`config.mk`:
```
export PLATFORM = sky130hd
export DESIGN_NAME = rx_startup_restart_control
export DESIGN_NICKNAME = d
export VERILOG_FILES = /design/src/rx_startup_restart_control.v /design/src/us_timer.v /design/src/startup_table.v
export VERILOG_INCLUDE_DIRS = /design/src
export SDC_FILE = /design/constraint.sdc
export NUM_CORES = 1
export LEC_CHECK = 0
export BUFFER_PORTS_ARGS = -buffer_cell sky130_fd_sc_hd__buf_2
export CELL_PAD_IN_SITES_DETAIL_PLACEMENT = 1
export CELL_PAD_IN_SITES_GLOBAL_PLACEMENT = 2
export CORE_MARGIN = 2
export CORE_UTILIZATION = 40
export CTS_BUF_LIST = sky130_fd_sc_hd__clkbuf_8
export CTS_CLUSTER_SIZE = 10
export DETAILED_ROUTE_END_ITERATION = 7
export GPL_ROUTABILITY_DRIVEN = 0
export HOLD_SLACK_MARGIN = 0.02
export PLACE_DENSITY = 0.95
export SLEW_MARGIN = 30
export SYNTH_ARGS = -nofsm -noshare
export SYNTH_HDL_FRONTEND = slang
export SYNTH_SLANG_ARGS = --single-unit
```
`constraint.sdc`:
```
create_clock -name sys_clk -period 9.8 [get_ports sys_clk]
set_input_delay 0.98 -clock sys_clk [delete_from_list [all_inputs] [get_ports sys_clk]]
set_output_delay 0.98 -clock sys_clk [all_outputs]
set_load 0.02 [all_outputs]
```
`src/rx_startup_map.vh`:
```
// register map, field positions, reset values and timing for the receiver startup control
`ifndef RX_STARTUP_MAP_VH
`define RX_STARTUP_MAP_VH

`define ADDR_W 8
`define REG_MODE 8'h00
`define REG_RX_CONFIG 8'h04
`define REG_BANDWIDTH 8'h08
`define REG_FRONT_AMP 8'h0C
`define REG_TX_TIMING 8'h10
`define REG_SYNC_CONFIG 8'h14
`define REG_CARRIER 8'h18
`define REG_STATUS 8'h1C

`define MODE_OOK_BIT 3
`define RXC_AGC_BIT 3
`define RXC_AFC_BIT 4
`define RXC_SAME_BIT 5
`define RXC_RELOCK_BIT 6
`define BW_CORR_LSB 8
`define BW_AVG_LSB 16
`define TXT_BIT_LSB 16
`define SYNC_WAIT_LSB 8

`define MODE_FSTX 3'h2
`define MODE_TX 3'h3
`define MODE_FSRX 3'h4
`define MODE_RX 3'h5

`define TRIG_STRENGTH 3'h1
`define TRIG_PREAMBLE 3'h6
`define TRIG_EITHER 3'h7

`define AUTO_OFF 2'h0
`define AUTO_WAIT 2'h1
`define AUTO_RELOCK 2'h2

`define RST_MODE 32'h00000001
`define RST_RX_CONFIG 32'h00000000
`define RST_BANDWIDTH 32'h00000B0B
`define RST_FRONT_AMP 32'h00000001
`define RST_TX_TIMING 32'h00140028
`define RST_SYNC_CONFIG 32'h00000000
`define RST_CARRIER 32'h00000000

`define RESP_OKAY 2'h0
`define RESP_SLVERR 2'h2

// clock rate in MHz equals cycles per microsecond
`define CLK_MHZ 50
`define TX_FIXED_US 16'h0005
`define SYNTH_LOCK_US 16'h003C
`define RX_STARTUP_FLOOR_US 16'h003F

`endif

```
`src/rx_startup_restart_control.v`:
```
// transmit/receive startup timing, gain/correction launch and receiver restart control
//
// Decided for this implementation: the address map and the AXI4-Lite slave port.
`timescale 1ns/1ps
`include "rx_startup_map.vh"

module rx_startup_restart_control #(
  parameter CYCLES_PER_US = `CLK_MHZ
) (
  input wire sys_clk,
  input wire sys_rst,
  input wire [7:0] s_axi_awaddr,
  input wire s_axi_awvalid,
  output reg s_axi_awready,
  input wire [31:0] s_axi_wdata,
  input wire [3:0] s_axi_wstrb,
  input wire s_axi_wvalid,
  output reg s_axi_wready,
  output reg [1:0] s_axi_bresp,
  output reg s_axi_bvalid,
  input wire s_axi_bready,
  input wire [7:0] s_axi_araddr,
  input wire s_axi_arvalid,
  output reg s_axi_arready,
  output reg [31:0] s_axi_rdata,
  output reg [1:0] s_axi_rresp,
  output reg s_axi_rvalid,
  input wire s_axi_rready,
  input wire strength_irq,
  input wire preamble_seen,
  input wire payload_available,
  input wire buffer_empty,
  input wire [2:0] agc_gain,
  output reg synth_enable_ff,
  output reg rx_chain_enable_ff,
  output reg synth_relock_ff,
  output reg tx_ready_ff,
  output reg rx_ready_ff,
  output reg strength_sample_valid_ff,
  output reg gain_start_ff,
  output reg freq_correct_start_ff,
  output reg [2:0] lna_gain_ff,
  output reg mode_settled_ff
);
  localparam ST_IDLE = 8'h01;
  localparam ST_TX_WAIT = 8'h02;
  localparam ST_TX_ON = 8'h04;
  localparam ST_RX_WAIT = 8'h08;
  localparam ST_RX_ON = 8'h10;
  localparam ST_RELOCK = 8'h20;
  localparam ST_DRAIN = 8'h40;
  localparam ST_GAP = 8'h80;
  localparam [15:0] TICK_LAST = CYCLES_PER_US - 1;

  reg [2:0] op_mode_ff;
  reg ook_ff;
  reg [2:0] rx_start_trigger_ff;
  reg auto_gain_enable_ff;
  reg auto_freq_correct_enable_ff;
  reg [4:0] rx_channel_bandwidth_ff;
  reg [4:0] correction_phase_bandwidth_ff;
  reg [1:0] strength_averaging_ff;
  reg [2:0] front_gain_select_ff;
  reg [11:0] amp_ramp_time_ff;
  reg [11:0] bit_time_ff;
  reg [1:0] auto_rx_restart_select_ff;
  reg [15:0] inter_packet_wait_ff;
  reg [23:0] carrier_ff;
  reg freq_changed_ff;
  reg same_req_ff;
  reg relock_req_ff;
  reg [7:0] aw_addr_ff;
  reg [31:0] w_data_ff;
  reg [3:0] w_strb_ff;
  reg [7:0] state_ff;
  reg [7:0] nxt_state;
  reg [15:0] tick_cnt_ff;
  reg us_tick_ff;
  reg arm_ff;
  reg pay_d_ff;
  reg t_load;
  reg [15:0] t_val;
  reg in_mode;
  wire t_done;
  wire s_done;
  wire [15:0] startup_us;
  wire wr_go;
  wire [31:0] wr_val;
  wire cmd_rx;
  wire cmd_tx;
  wire trig_hit;
  wire restart_ok;
  wire enter_rx_on;

  function [31:0] merge;
    input [31:0] old;
    input [31:0] data;
    input [3:0] strb;
    integer i;
    begin
      merge = old;
      for (i = 0; i < 4; i = i + 1)
        if (strb[i])
          merge[i*8 +: 8] = data[i*8 +: 8];
    end
  endfunction

  function [31:0] image;
    input [7:0] addr;
    begin
      case (addr)
        `REG_MODE: image = {28'h0000000, ook_ff, op_mode_ff};
        `REG_RX_CONFIG: image = {27'h0000000, auto_freq_correct_enable_ff,
                                 auto_gain_enable_ff, rx_start_trigger_ff};
        `REG_BANDWIDTH: image = {14'h0000, strength_averaging_ff, 3'h0,
                                 correction_phase_bandwidth_ff, 3'h0, rx_channel_bandwidth_ff};
        `REG_FRONT_AMP: image = {29'h00000000, front_gain_select_ff};
        `REG_TX_TIMING: image = {4'h0, bit_time_ff, 4'h0, amp_ramp_time_ff};
        `REG_SYNC_CONFIG: image = {8'h00, inter_packet_wait_ff, 6'h00, auto_rx_restart_select_ff};
        `REG_CARRIER: image = {8'h00, carrier_ff};
        `REG_STATUS: image = {16'h0000, state_ff, freq_changed_ff, lna_gain_ff,
                              strength_sample_valid_ff, rx_ready_ff, tx_ready_ff, mode_settled_ff};
        default: image = 32'h00000000;
      endcase
    end
  endfunction

  function mapped;
    input [7:0] addr;
    begin
      mapped = (addr[1:0] == 2'h0) && (addr <= `REG_STATUS);
    end
  endfunction

  // transmit startup in microseconds; ramp term dropped for on-off keying
  function [15:0] tx_delay_us;
    input ook;
    input [11:0] ramp;
    input [11:0] tbit;
    begin
      tx_delay_us = `TX_FIXED_US + {4'h0, tbit[11:1]} + 16'h0000;
      if (!ook)
        tx_delay_us = tx_delay_us + {4'h0, ramp} + {6'h00, ramp[11:2]};
    end
  endfunction

  // averaging doubles the settle time per step; with no averaging it is a quarter of startup
  function [15:0] strength_delay_us;
    input [15:0] base;
    input [1:0] avg;
    begin
      strength_delay_us = {3'h0, base[15:3]} << (avg + 3'h1);
    end
  endfunction

  // correction bandwidth governs startup when automatic correction is on
  startup_table u_table (
    .bw_code(auto_freq_correct_enable_ff ? correction_phase_bandwidth_ff :
             rx_channel_bandwidth_ff),
    .startup_us(startup_us)
  );

  us_timer u_state_timer (
    .sys_clk(sys_clk),
    .sys_rst(sys_rst),
    .us_tick(us_tick_ff),
    .load(t_load),
    .load_us(t_val),
    .done_ff(t_done)
  );

  us_timer u_strength_timer (
    .sys_clk(sys_clk),
    .sys_rst(sys_rst),
    .us_tick(us_tick_ff),
    .load(enter_rx_on),
    .load_us(strength_delay_us(startup_us, strength_averaging_ff)),
    .done_ff(s_done)
  );

  assign wr_go = !s_axi_awready && !s_axi_wready && !s_axi_bvalid;
  assign wr_val = merge(image(aw_addr_ff), w_data_ff, w_strb_ff);
  assign cmd_rx = (op_mode_ff == `MODE_RX);
  assign cmd_tx = (op_mode_ff == `MODE_TX);
  assign enter_rx_on = state_ff[3] && t_done && cmd_rx;
  assign restart_ok = mode_settled_ff && state_ff[4] && cmd_rx;
  assign trig_hit = ((rx_start_trigger_ff == `TRIG_STRENGTH) && strength_irq) ||
                    ((rx_start_trigger_ff == `TRIG_PREAMBLE) && preamble_seen) ||
                    ((rx_start_trigger_ff == `TRIG_EITHER) && (strength_irq || preamble_seen));

  // bus slave: address and data taken in either order, write once both held
  always @(posedge sys_clk) begin
    if (sys_rst) begin
      s_axi_awready <= 1'b1;
      s_axi_wready <= 1'b1;
      s_axi_bvalid <= 1'b0;
      s_axi_bresp <= `RESP_OKAY;
      s_axi_arready <= 1'b1;
      s_axi_rvalid <= 1'b0;
      s_axi_rresp <= `RESP_OKAY;
      s_axi_rdata <= 32'h00000000;
      aw_addr_ff <= 8'h00;
      w_data_ff <= 32'h00000000;
      w_strb_ff <= 4'h0;
    end else begin
      if (s_axi_awvalid && s_axi_awready) begin
        aw_addr_ff <= s_axi_awaddr;
        s_axi_awready <= 1'b0;
      end
      if (s_axi_wvalid && s_axi_wready) begin
        w_data_ff <= s_axi_wdata;
        w_strb_ff <= s_axi_wstrb;
        s_axi_wready <= 1'b0;
      end
      if (wr_go) begin
        s_axi_bvalid <= 1'b1;
        s_axi_bresp <= mapped(aw_addr_ff) ? `RESP_OKAY : `RESP_SLVERR;
      end
      if (s_axi_bvalid && s_axi_bready) begin
        s_axi_bvalid <= 1'b0;
        s_axi_awready <= 1'b1;
        s_axi_wready <= 1'b1;
      end
      if (s_axi_arvalid && s_axi_arready) begin
        s_axi_rdata <= image(s_axi_araddr);
        s_axi_rresp <= mapped(s_axi_araddr) ? `RESP_OKAY : `RESP_SLVERR;
        s_axi_rvalid <= 1'b1;
        s_axi_arready <= 1'b0;
      end
      if (s_axi_rvalid && s_axi_rready) begin
        s_axi_rvalid <= 1'b0;
        s_axi_arready <= 1'b1;
      end
    end
  end

  // control registers; restart bits live one cycle only
  always @(posedge sys_clk) begin
    if (sys_rst) begin
      op_mode_ff <= 3'h1;
      ook_ff <= 1'b0;
      {auto_freq_correct_enable_ff, auto_gain_enable_ff, rx_start_trigger_ff} <= 5'h00;
      rx_channel_bandwidth_ff <= 5'h0B;
      correction_phase_bandwidth_ff <= 5'h0B;
      strength_averaging_ff <= 2'h0;
      front_gain_select_ff <= 3'h1;
      amp_ramp_time_ff <= 12'h028;
      bit_time_ff <= 12'h014;
      auto_rx_restart_select_ff <= `AUTO_OFF;
      inter_packet_wait_ff <= 16'h0000;
      carrier_ff <= 24'h000000;
      freq_changed_ff <= 1'b0;
      same_req_ff <= 1'b0;
      relock_req_ff <= 1'b0;
    end else begin
      same_req_ff <= 1'b0;
      relock_req_ff <= 1'b0;
      // a new receive period forgets the old carrier change unless rewritten now
      if (nxt_state == ST_RX_WAIT && !state_ff[3])
        freq_changed_ff <= 1'b0;
      if (wr_go) begin
        case (aw_addr_ff)
          `REG_MODE: begin
            op_mode_ff <= wr_val[2:0];
            ook_ff <= wr_val[`MODE_OOK_BIT];
          end
          `REG_RX_CONFIG: begin
            rx_start_trigger_ff <= wr_val[2:0];
            auto_gain_enable_ff <= wr_val[`RXC_AGC_BIT];
            auto_freq_correct_enable_ff <= wr_val[`RXC_AFC_BIT];
            same_req_ff <= wr_val[`RXC_SAME_BIT];
            relock_req_ff <= wr_val[`RXC_RELOCK_BIT];
          end
          `REG_BANDWIDTH: begin
            rx_channel_bandwidth_ff <= wr_val[4:0];
            correction_phase_bandwidth_ff <= wr_val[`BW_CORR_LSB +: 5];
            strength_averaging_ff <= wr_val[`BW_AVG_LSB +: 2];
          end
          `REG_FRONT_AMP: front_gain_select_ff <= wr_val[2:0];
          `REG_TX_TIMING: begin
            amp_ramp_time_ff <= wr_val[11:0];
            bit_time_ff <= wr_val[`TXT_BIT_LSB +: 12];
          end
          `REG_SYNC_CONFIG: begin
            auto_rx_restart_select_ff <= wr_val[1:0];
            inter_packet_wait_ff <= wr_val[`SYNC_WAIT_LSB +: 16];
          end
          `REG_CARRIER: begin
            carrier_ff <= wr_val[23:0];
            freq_changed_ff <= 1'b1;
          end
          default: ;
        endcase
      end
    end
  end

  // sequencing; a mode change always reroutes, startup, gap and relock moves wait for the timer, restarts and drain do not
  always @* begin
    nxt_state = state_ff;
    t_load = 1'b0;
    t_val = startup_us;
    in_mode = ((state_ff == ST_IDLE) && !cmd_rx && !cmd_tx) ||
              ((state_ff == ST_TX_WAIT || state_ff == ST_TX_ON) && cmd_tx) ||
              (!state_ff[0] && !state_ff[1] && !state_ff[2] && cmd_rx);
    if (!in_mode) begin
      t_load = cmd_rx || cmd_tx;
      if (cmd_rx) begin
        nxt_state = ST_RX_WAIT;
      end else if (cmd_tx) begin
        nxt_state = ST_TX_WAIT;
        t_val = tx_delay_us(ook_ff, amp_ramp_time_ff, bit_time_ff);
      end else begin
        nxt_state = ST_IDLE;
      end
    end else begin
      case (state_ff)
        ST_TX_WAIT: if (t_done) nxt_state = ST_TX_ON;
        ST_RX_WAIT: if (t_done) nxt_state = ST_RX_ON;
        ST_RX_ON: begin
          if (restart_ok && relock_req_ff) begin
            nxt_state = ST_RELOCK;
            t_load = 1'b1;
            t_val = `SYNTH_LOCK_US;
          end else if (restart_ok && same_req_ff) begin
            nxt_state = ST_RX_WAIT;
            t_load = 1'b1;
          end else if (payload_available && !pay_d_ff &&
                       (auto_rx_restart_select_ff == `AUTO_WAIT ||
                        auto_rx_restart_select_ff == `AUTO_RELOCK)) begin
            nxt_state = ST_DRAIN;
          end
        end
        ST_DRAIN: begin
          if (buffer_empty) begin
            nxt_state = ST_GAP;
            t_load = 1'b1;
            t_val = inter_packet_wait_ff;
          end
        end
        ST_GAP: begin
          if (t_done) begin
            t_load = 1'b1;
            if (auto_rx_restart_select_ff == `AUTO_RELOCK) begin
              nxt_state = ST_RELOCK;
              t_val = `SYNTH_LOCK_US;
            end else begin
              nxt_state = ST_RX_WAIT;
            end
          end
        end
        ST_RELOCK: begin
          if (t_done) begin
            nxt_state = ST_RX_WAIT;
            t_load = 1'b1;
          end
        end
        default: nxt_state = state_ff;
      endcase
    end
  end

  always @(posedge sys_clk) begin
    if (sys_rst) begin
      state_ff <= ST_IDLE;
      tick_cnt_ff <= 16'h0000;
      us_tick_ff <= 1'b0;
      arm_ff <= 1'b0;
      pay_d_ff <= 1'b0;
      synth_enable_ff <= 1'b0;
      rx_chain_enable_ff <= 1'b0;
      synth_relock_ff <= 1'b0;
      tx_ready_ff <= 1'b0;
      rx_ready_ff <= 1'b0;
      strength_sample_valid_ff <= 1'b0;
      gain_start_ff <= 1'b0;
      freq_correct_start_ff <= 1'b0;
      lna_gain_ff <= 3'h0;
      mode_settled_ff <= 1'b0;
    end else begin
      state_ff <= nxt_state;
      us_tick_ff <= (tick_cnt_ff == TICK_LAST);
      tick_cnt_ff <= (tick_cnt_ff == TICK_LAST) ? 16'h0000 : tick_cnt_ff + 16'h0001;
      pay_d_ff <= payload_available;
      synth_enable_ff <= (op_mode_ff == `MODE_FSTX) || (op_mode_ff == `MODE_FSRX) ||
                         cmd_tx || cmd_rx;
      rx_chain_enable_ff <= cmd_rx && (nxt_state != ST_RELOCK);
      synth_relock_ff <= (nxt_state == ST_RELOCK) && !state_ff[5];
      tx_ready_ff <= (nxt_state == ST_TX_ON);
      rx_ready_ff <= (nxt_state == ST_RX_ON);
      mode_settled_ff <= (nxt_state == ST_IDLE) || (nxt_state == ST_TX_ON) ||
                         (nxt_state == ST_RX_ON);
      if (nxt_state != ST_RX_ON)
        strength_sample_valid_ff <= 1'b0;
      else if (s_done)
        strength_sample_valid_ff <= 1'b1;
      // one launch per receive start; restarts re-arm through the startup wait
      gain_start_ff <= 1'b0;
      freq_correct_start_ff <= 1'b0;
      if (enter_rx_on) begin
        arm_ff <= 1'b1;
      end else if (state_ff == ST_RX_ON && arm_ff && trig_hit) begin
        arm_ff <= 1'b0;
        gain_start_ff <= auto_gain_enable_ff;
        freq_correct_start_ff <= auto_gain_enable_ff && auto_freq_correct_enable_ff;
      end else if (state_ff != ST_RX_ON) begin
        arm_ff <= 1'b0;
      end
      lna_gain_ff <= auto_gain_enable_ff ? agc_gain : front_gain_select_ff;
    end
  end
endmodule

```
`src/us_timer.v`:
```
// microsecond down-counter with a one-cycle done pulse
`timescale 1ns/1ps
module us_timer (
  input wire sys_clk,
  input wire sys_rst,
  input wire us_tick,
  input wire load,
  input wire [15:0] load_us,
  output reg done_ff
);
  reg [15:0] count_ff;
  reg busy_ff;

  always @(posedge sys_clk) begin
    if (sys_rst) begin
      count_ff <= 16'h0000;
      busy_ff <= 1'b0;
      done_ff <= 1'b0;
    end else begin
      done_ff <= 1'b0;
      if (load) begin
        count_ff <= load_us;
        busy_ff <= 1'b1;
      end else if (busy_ff && us_tick) begin
        // a zero load still waits one tick so the state is seen for a cycle
        if (count_ff <= 16'h0001) begin
          busy_ff <= 1'b0;
          done_ff <= 1'b1;
        end else begin
          count_ff <= count_ff - 16'h0001;
        end
      end
    end
  end
endmodule

```
`src/startup_table.v`:
```
// receiver startup time in microseconds per bandwidth code
`timescale 1ns/1ps
module startup_table (
  input wire [4:0] bw_code,
  output reg [15:0] startup_us
);
  always @* begin
    case (bw_code)
      5'h00: startup_us = 16'h091A;
      5'h01: startup_us = 16'h0794;
      5'h02: startup_us = 16'h0618;
      5'h03: startup_us = 16'h049C;
      5'h04: startup_us = 16'h03D8;
      5'h05: startup_us = 16'h0317;
      5'h06: startup_us = 16'h0259;
      5'h07: startup_us = 16'h01F8;
      5'h08: startup_us = 16'h0197;
      5'h09: startup_us = 16'h0139;
      5'h0A: startup_us = 16'h0108;
      5'h0B: startup_us = 16'h00D7;
      5'h0C: startup_us = 16'h00A9;
      5'h0D: startup_us = 16'h0090;
      5'h0E: startup_us = 16'h0077;
      5'h0F: startup_us = 16'h0061;
      5'h10: startup_us = 16'h0054;
      5'h11: startup_us = 16'h0047;
      5'h12: startup_us = 16'h0055;
      5'h13: startup_us = 16'h004A;
      default: startup_us = `RX_STARTUP_FLOOR_US;
    endcase
  end
endmodule

```
==> results of run 1 <==
## report_power, final
part           internal, uW  leakage, uW  switching, uW
logic                  70.1      0.00310            137
registers              1010      0.00197           27.8
clock network           530     0.000508            443
total                  1610      0.00558            608
## metrics by stage
| step | std cells | power [uW] | setup WS (ns) | util [%] | area, um2 |
|---|---|---|---|---|---|
| 6_report | 2216 | 2220 | 5.93 | 45.6 | 14800 |
| 5_1_grt | 2216 | 2320 | 5.79 | 45.6 | 14800 |
| 4_1_cts | 2216 | 2240 | 5.98 | 45.5 | 14800 |
| 3_5_place_dp | 2140 | 1270 | 6.15 | 42.8 | 13900 |
| 3_3_place_gp | 2140 | 1260 | 6.23 | 42.8 | 13900 |
| 2_1_floorplan | 1697 | 1200 | 6.60 | - | 13200 |
## metal layers
layer	up-vias	GRT usage [%]	wire length, um
li1	6159	-	-
met1	6372	35.4	20100
met2	509	43.0	20900
met3	98	5.09	3680
met4	0	11.1	1760
met5	-	0	0
## Yosys cell counts (9+ instances only)
library cell  instances  area share (%)
inv_1                25            0.71
a22oi_1              73             4.1
a222oi_1             17             1.3
clkbuf_1             91             2.6
xor2_1               30             2.0
nand4_1               9            0.43
nor3_1               34             1.3
a211oi_1             15            0.85
or3_1                12            0.57
dfxtp_1             243              37
nor2_1              196             5.6
nand2_1             271             7.7
and2_1               15            0.71
mux2_2               10            0.85
xnor2_1              20             1.3
mux2i_1              39             3.0
ha_1                 26             2.5
nand3_1              51             1.9
a31oi_1              11            0.52
fa_1                 11             1.7
nor4_1               19            0.90
o21ai_0              49             1.9
o211ai_1             14            0.79
a21oi_1             217             8.2
## cell type report
class	count	area (um2)	share of cell area (%)
clock inverters	18	93.8	0.633
well taps	442	553	3.73
multi-input cells	1305	7750	52.3
repair buffers	123	663	4.47
inverters	27	101	0.684
clock buffers	58	798	5.38
flip-flops and latches	243	4860	32.8
## placed cells by master, fill, tap and decap left out, types with 36 or more instances in the layout
cell type | Yosys | layout
buf_2 | 8 | 107
inv_1 | 25 | 36
mux2i_1 | 39 | 39
nand2_1 | 271 | 269
nand3_1 | 51 | 50
o21ai_0 | 49 | 49
a22oi_1 | 73 | 73
dfxtp_1 | 243 | 243
nor2_1 | 196 | 195
clkbuf_8 | 5 | 58
a21oi_1 | 217 | 217
## worst min path at each step
| stage | to | slack [ns] | cells past startpoint |
|---|---|---|---|
| floorplan | strength_sample_valid_ff | 0.41 | 1 |
| global placement | strength_sample_valid_ff | 0.41 | 1 |
| detailed placement | strength_sample_valid_ff | 0.43 | 1 |
| CTS | strength_sample_valid_ff | 0.45 | 1 |
| global route | strength_sample_valid_ff | 0.47 | 1 |
| finish | strength_sample_valid_ff | 0.44 | 1 |
## cells by family after synthesis
| family | after synthesis | synth area share [%] |
|---|---|---|
| other | 1 | 0.0283 |
| buffers and inverters | 149 | 5.02 |
| AOI/OAI and AO/OA | 481 | 23.2 |
| xor gates and xnor gates | 50 | 3.31 |
| and+or+nand+nor | 681 | 23.6 |
| DFF | 243 | 36.8 |
| adders and majority gates | 37 | 4.12 |
| muxes | 50 | 3.97 |
## registers in the layout (all words and copies together) (netlist names), 2 cells and up
| register | flops |
|---|---|
| amp_ramp_time_ff | 12 |
| auto_rx_restart_select_ff | 2 |
| aw_addr_ff | 8 |
| bit_time_ff | 12 |
| carrier_ff | 24 |
| correction_phase_bandwidth_ff | 5 |
| front_gain_select_ff | 3 |
| inter_packet_wait_ff | 16 |
| lna_gain_ff | 3 |
| op_mode_ff | 3 |
| rx_channel_bandwidth_ff | 5 |
| rx_start_trigger_ff | 3 |
| s_axi_rdata | 28 |
| state_ff | 8 |
| strength_averaging_ff | 2 |
| tick_cnt_ff | 16 |
| u_state_timer.count_ff | 16 |
| u_strength_timer.count_ff | 16 |
| w_data_ff | 28 |
| w_strb_ff | 4 |
## worst reg2reg max path, stage by stage, from the launching register on
cell,delay (ns)
dfxtp_1,0.48
ha_1,0.31
o2111ai_1,0.14
xnor2_1,0.36
fa_1,0.50
ha_1,0.28
nor4_1,0.33
o21ai_0,0.24
a41oi_1,0.38
o21ai_0,0.18
xor2_1,0.16
a221oi_1,0.28
nor2_1,0.07
==> summary.md, run 1 <==
| Metric | Value |
|---|---|
| CTS tree | done |
| Fill count | 4062 |
| Hold crit path type | flip-flop to flip-flop |
| # port buffers | 108 |
| Max-Cap Viols | 0 |
| Cts hold-fix bufs | 0 |
| Count of final hold-check violations | 0 |
| Post-CTS setup repair buffer count | 0 |
| EDFF count, synth | 0 |
| Synthesized area | 0.0132 mm2 |
| N_diodes | 0 |
| Core area | 0.0325 mm2 |
| Die width | 186 um |
| Syn_area_per_cell | 7.82 um2 |
| Outcome | complete, no violations |
| GRT overflow | 0 |
| First-pass DRT Iterations | 6 |
| Setup total negative slack | 0 ns |
| Root Driver | clkbuf_8 |
| Crit path depth | 12 |
| Die Height | 186 um |
| Hold path start | u_strength_timer.done_ff |
| Starting DRC count in detailed routing | 1123 |
| Final slew viol count | 0 |
| Die area | 0.0345 mm2 |
| First-pass GRT wire length | 72800 um |
| DRC viols | 0 |
| Clk pin slew, worst setup/hold paths | 0.06 ns |
| Flops & latches, synth | 243 |
| FF-to-FF path depth | 12 |
| Initial antenna violation count | 0 |
| VDD IR-drop max | 0.0892 mV |
| Final setup violation count | 0 |
| Reg2reg end | u_state_timer.count_ff[12] |
| Worst Skew | 0.0352 ns |
| Vias per cell | 5.93 |
| DP HPWL | 32900 um |
| Post-synth top flop | dfxtp_1 |
| CP Capture Point | u_state_timer.count_ff[12] |
| Rel. slew slack | 34.1% |
| Worst setup EP type | flip-flop |
| Row count | 66 |
| Slowest CP cell | fa_1 |
| CP Launch Type | flip-flop |
| # IOs | 119 |
| CTS buffer count | 44 |
| RSZ-0062 raised after global routing | false |
| Final net count | 1847 |
| CP top delay family | compound AO/OA/AOI/OAI gates |
| Worst hold slack | 0.437 ns |
| CP max FO | 6 |
| Critical Path Max Stage Delay | 0.49 ns |
| Leakage | 0.00558 uW |
| Worst reg2reg startpoint | bit_time_ff[1] |
| CP Data Required Time | 10.22 ns |
| Worst Path Buf+Inv | 0 |
| Largest net degree at the start of global routing | 99 |
| Fmax | 258 MHz |
| Share of layout cells above drive strength 1 | 13.5% |
| DRT Wirelength | 46400 um |
| Clock Latency Late Sink | 0.57 ns |
| Final period util | 39.5% |
| H-tree depth | 2 |
| Ys Warns | 0 |
| Clk buf depth | 3 |
| FFs w/ async S/R, synth | 0% |
| Worst Setup SP | bit_time_ff[1] |
| Crit Path Class | flip-flop to flip-flop |
| Register-to-Register Setup Slack | 5.93 ns |
| Synth unique cells | 92 |
| Gr usage total | 26.8% |
| Avg WL per Cell | 20.9 um |
| CTS resizes | 0 |
| Post-synthesis sequential area ratio | 36.8% |
| Via Count | 13138 |
| Cell count after synthesis | 1692 |
| Minimum clock period | 3.87 ns |
| Least-Margin Pin Slew | 0.961 ns |
| Vias in the first global route | 13354 |
| Crit path DAT | 4.29 ns |
| Final ANT Viol Nets | 0 |
| Area Overhead vs Synth | 12.1% |
| Clock sinks | 243 |
| Initial Util | 40.7% |
| PD cells | 150 mW/mm2 |
| Worst-path cell chain | ha_1 -> o2111ai_1 -> xnor2_1 -> fa_1 -> ha_1 -> nor4_1 -> o21ai_0 -> a41oi_1 -> o21ai_0 -> xor2_1 -> a221oi_1 -> nor2_1 |
No activity file was read; power rests on OpenSTA's default activity.
==> run 2: changes to the inputs <==
--- a/config.mk
+++ b/config.mk
@@ -10,13 +10,13 @@
 export CELL_PAD_IN_SITES_DETAIL_PLACEMENT = 1
 export CELL_PAD_IN_SITES_GLOBAL_PLACEMENT = 2
 export CORE_MARGIN = 2
-export CORE_UTILIZATION = 40
+export CORE_UTILIZATION = 33
 export CTS_BUF_LIST = sky130_fd_sc_hd__clkbuf_8
 export CTS_CLUSTER_SIZE = 10
 export DETAILED_ROUTE_END_ITERATION = 7
 export GPL_ROUTABILITY_DRIVEN = 0
 export HOLD_SLACK_MARGIN = 0.02
-export PLACE_DENSITY = 0.95
+export PLACE_DENSITY = 0.9
 export SLEW_MARGIN = 30
 export SYNTH_ARGS = -nofsm -noshare
 export SYNTH_HDL_FRONTEND = slang
==> constraint.sdc (replaced) <==
create_clock -name sys_clk -period 3.5 [get_ports sys_clk]
set_input_delay 0.35 -clock sys_clk [delete_from_list [all_inputs] [get_ports sys_clk]]
set_output_delay 0.35 -clock sys_clk [all_outputs]
set_load 0.02 [all_outputs]
==> run 2 against run 1 <==
- fmax up 14%
- die area increased by 21%
- largest cell class unchanged
- highest routed layer unchanged
- non-clock buffer count increased by 75
- largest power group unchanged
- via count up 2.6%
- utilization shrank 6.0 points
==> summary.md, run 2 (same netlist as run 1, synthesis figures left out) <==
| Metric | Value |
|---|---|
| Outcome | complete, no violations |
| DP HPWL | 35600 um (+8.3%) |
| H-tree depth | 2 (unchanged) |
| Row count | 73 (+11%) |
| Critical Path Max Stage Delay | 0.53 ns (+0.04 ns) |
| Die width | 204 um (+9.9%) |
| Clock Latency Late Sink | 0.59 ns (+0.02 ns) |
| Final ANT Viol Nets | 0 (unchanged) |
| Met3 WL | 3160 um (-14%) |
| CP most frequent cell | fa_1 |
| GRT overflow | 0 (unchanged) |
| CP Launch Type | flip-flop |
| Vias per cell | 5.67 (-4.3%) |
| VDD IR-drop max | 0.225 mV (+150%) |
| M1 wire length | 21400 um (+6.5%) |
| Final period util | 96.7% (+57 points) |
| Starting DRC count in detailed routing | 930 (-17%) |
| Worst Path Buf+Inv | 0 (unchanged) |
| Initial antenna violation count | 0 (unchanged) |
| CP top delay family | adder cells |
| Top sig layer | met4 |
| Vias in the first global route | 13696 (+2.6%) |
| Placed cell count | 2258 (+5.5%) |
| CP max FO | 5 (-1) |
| Final net count | 1921 (+4.0%) |
| # IOs | 119 (unchanged) |
| Die Height | 204 um (+9.9%) |
| Crit path DAT | 3.83 ns (-0.46 ns) |
| Worst setup EP type | flip-flop |
| Share of layout cells above drive strength 1 | 15.3% (+1.8 points) |
| First-pass GRT wire length | 77400 um (+6.4%) |
| Worst hold slack | 0.0472 ns (-0.390 ns) |
| CP Data Required Time | 3.94 ns (-6.28 ns) |
| Final slew viol count | 0 (unchanged) |
| Fmax | 295 MHz (+14%) |
| Via Count | 13477 (+2.6%) |
| Slowest CP cell | fa_1 |
| CTS tree | done |
| First-pass DRT Iterations | 6 (unchanged) |
| Clk pin slew, worst setup/hold paths | 0.07 ns (about the same) |
| Worst Skew | 0.0230 ns (-0.0122 ns) |
| Avg WL per Cell | 20.6 um (-1.5%) |
| Clock sinks | 243 (unchanged) |
| Gr usage total | 23.4% (-3.4 points) |
| Area Overhead vs Synth | 18.4% |
| RSZ-0062 raised after global routing | true |
| Wire length on met2 | 22700 um (+8.9%) |
| Die area | 0.0417 mm2 (+21%) |
| Minimum clock period | 3.39 ns (-0.486 ns) |
| Crit Path Class | flip-flop to flip-flop |
| DRT Wirelength | 49000 um (+5.7%) |
| # port buffers | 108 (unchanged) |
| Leakage | 0.00594 uW (+6.4%) |
| Top flop regs | s_axi_rdata x28, w_data_ff x28, carrier_ff x24 |
| Count of final hold-check violations | 0 (unchanged) |
| Commonest non-fill, non-tap cell in the layout | nand2_1 |
| PD cells | 406 mW/mm2 (+170%) |
| Max-Cap Viols | 0 (unchanged) |
| CTS buffer count | 43 (-2.3%) |
| Core area | 0.0396 mm2 (+22%) |
| DRC viols | 0 (unchanged) |
| Root Driver | clkbuf_8 |
| Largest net degree at the start of global routing | 159 (+61%) |
| Commonest non-fill, non-tap cells in the layout | nand2_1, dfxtp_1, a21oi_1, nor2_1, buf_2 |
| Rel. slew slack | 38.4% (+4.3 points) |
| N_diodes | 0 (unchanged) |
| Hold crit path type | primary input to flip-flop |
| Clk buf depth | 3 (unchanged) |
| Final setup violation count | 0 (unchanged) |
| Final Non-Filler Cells | 2376 (+7.2%) |
| Initial Util | 33.4% (-7.3 points) |
| Worst-path cell chain | ha_4 -> xnor2_1 -> fa_1 -> fa_1 -> a211o_1 -> o211ai_1 -> nand2b_1 -> a21oi_1 -> xor2_1 -> o21ai_0 -> a222oi_1 -> a211oi_1 |
| Least-Margin Pin Slew | 0.922 ns (-0.0394 ns) |
==> run 2: area by class of cell <==
class                      count  area [um2]
fill                        4848       24000
multi-input combinational   1305        7790
sequential                   243        4870
timing repair buffer         198        1340
clock buffer                  57         785
tap                          525         657
clock inverter                21         130
inverter                      27         101
==> run 2: repair_timing <==
action / in CTS / in global routing
setup buffers: 0 / 0
gates resized for setup: 1 / 11
endpoints found under the setup margin: 1 / 6
pin swaps: 0 / 1
hold buffers: 40 / 0
endpoints found under the hold margin: 39 / 0
==> run 2: worst paths after layout <==
kind	startpoint	to	slack [ns]	cells after the start
worst min register to register	u_strength_timer.done_ff	strength_sample_valid_ff	0.45	1
worst max-delay path	bit_time_ff[2]	u_state_timer.count_ff[7]	0.11	12
worst max register to register	bit_time_ff[2]	u_state_timer.count_ff[7]	0.11	12
worst min-delay path	s_axi_wdata[24]	w_data_ff[24]	0.05	3
==> run 2: worst reg2reg max path: cells and delay by family, from the launching register on <==
| family | cells | cell delay (ns) |
|---|---|---|
| fa+ha+maj | 3 | 1.22 |
| compound gates | 6 | 1.12 |
| xor+xnor | 2 | 0.44 |
| simple gates | 1 | 0.09 |
| flops | 1 | 0.36 |
==> run 2: stage by stage <==
step	setup WS, ns	TNS (ns)	area (um2)	power (uW)	utilization (%)
floorplan	0.304	0	13200	3360	-
detailed placement	0.0149	0	14300	3570	36.1
finish	0.115	0	15700	6370	39.5
global route	-0.0426	-0.0611	15700	6640	39.5
CTS	0.0435	0	15600	6440	39.4
global placement	0.156	0	14300	3550	36.1
==> run 2: per-layer routing <==
layer,track usage (%),vias up
li1,-,6316
met1,30.6,6582
met2,38.6,470
met3,3.73,109
met4,9.16,0
met5,0,-
==> run 2: power by group <==
group          switching (uW)  total [uW]  internal (uW)
clock network            1270        2810           1540
logic                     415         652            237
registers                69.6        2910           2840
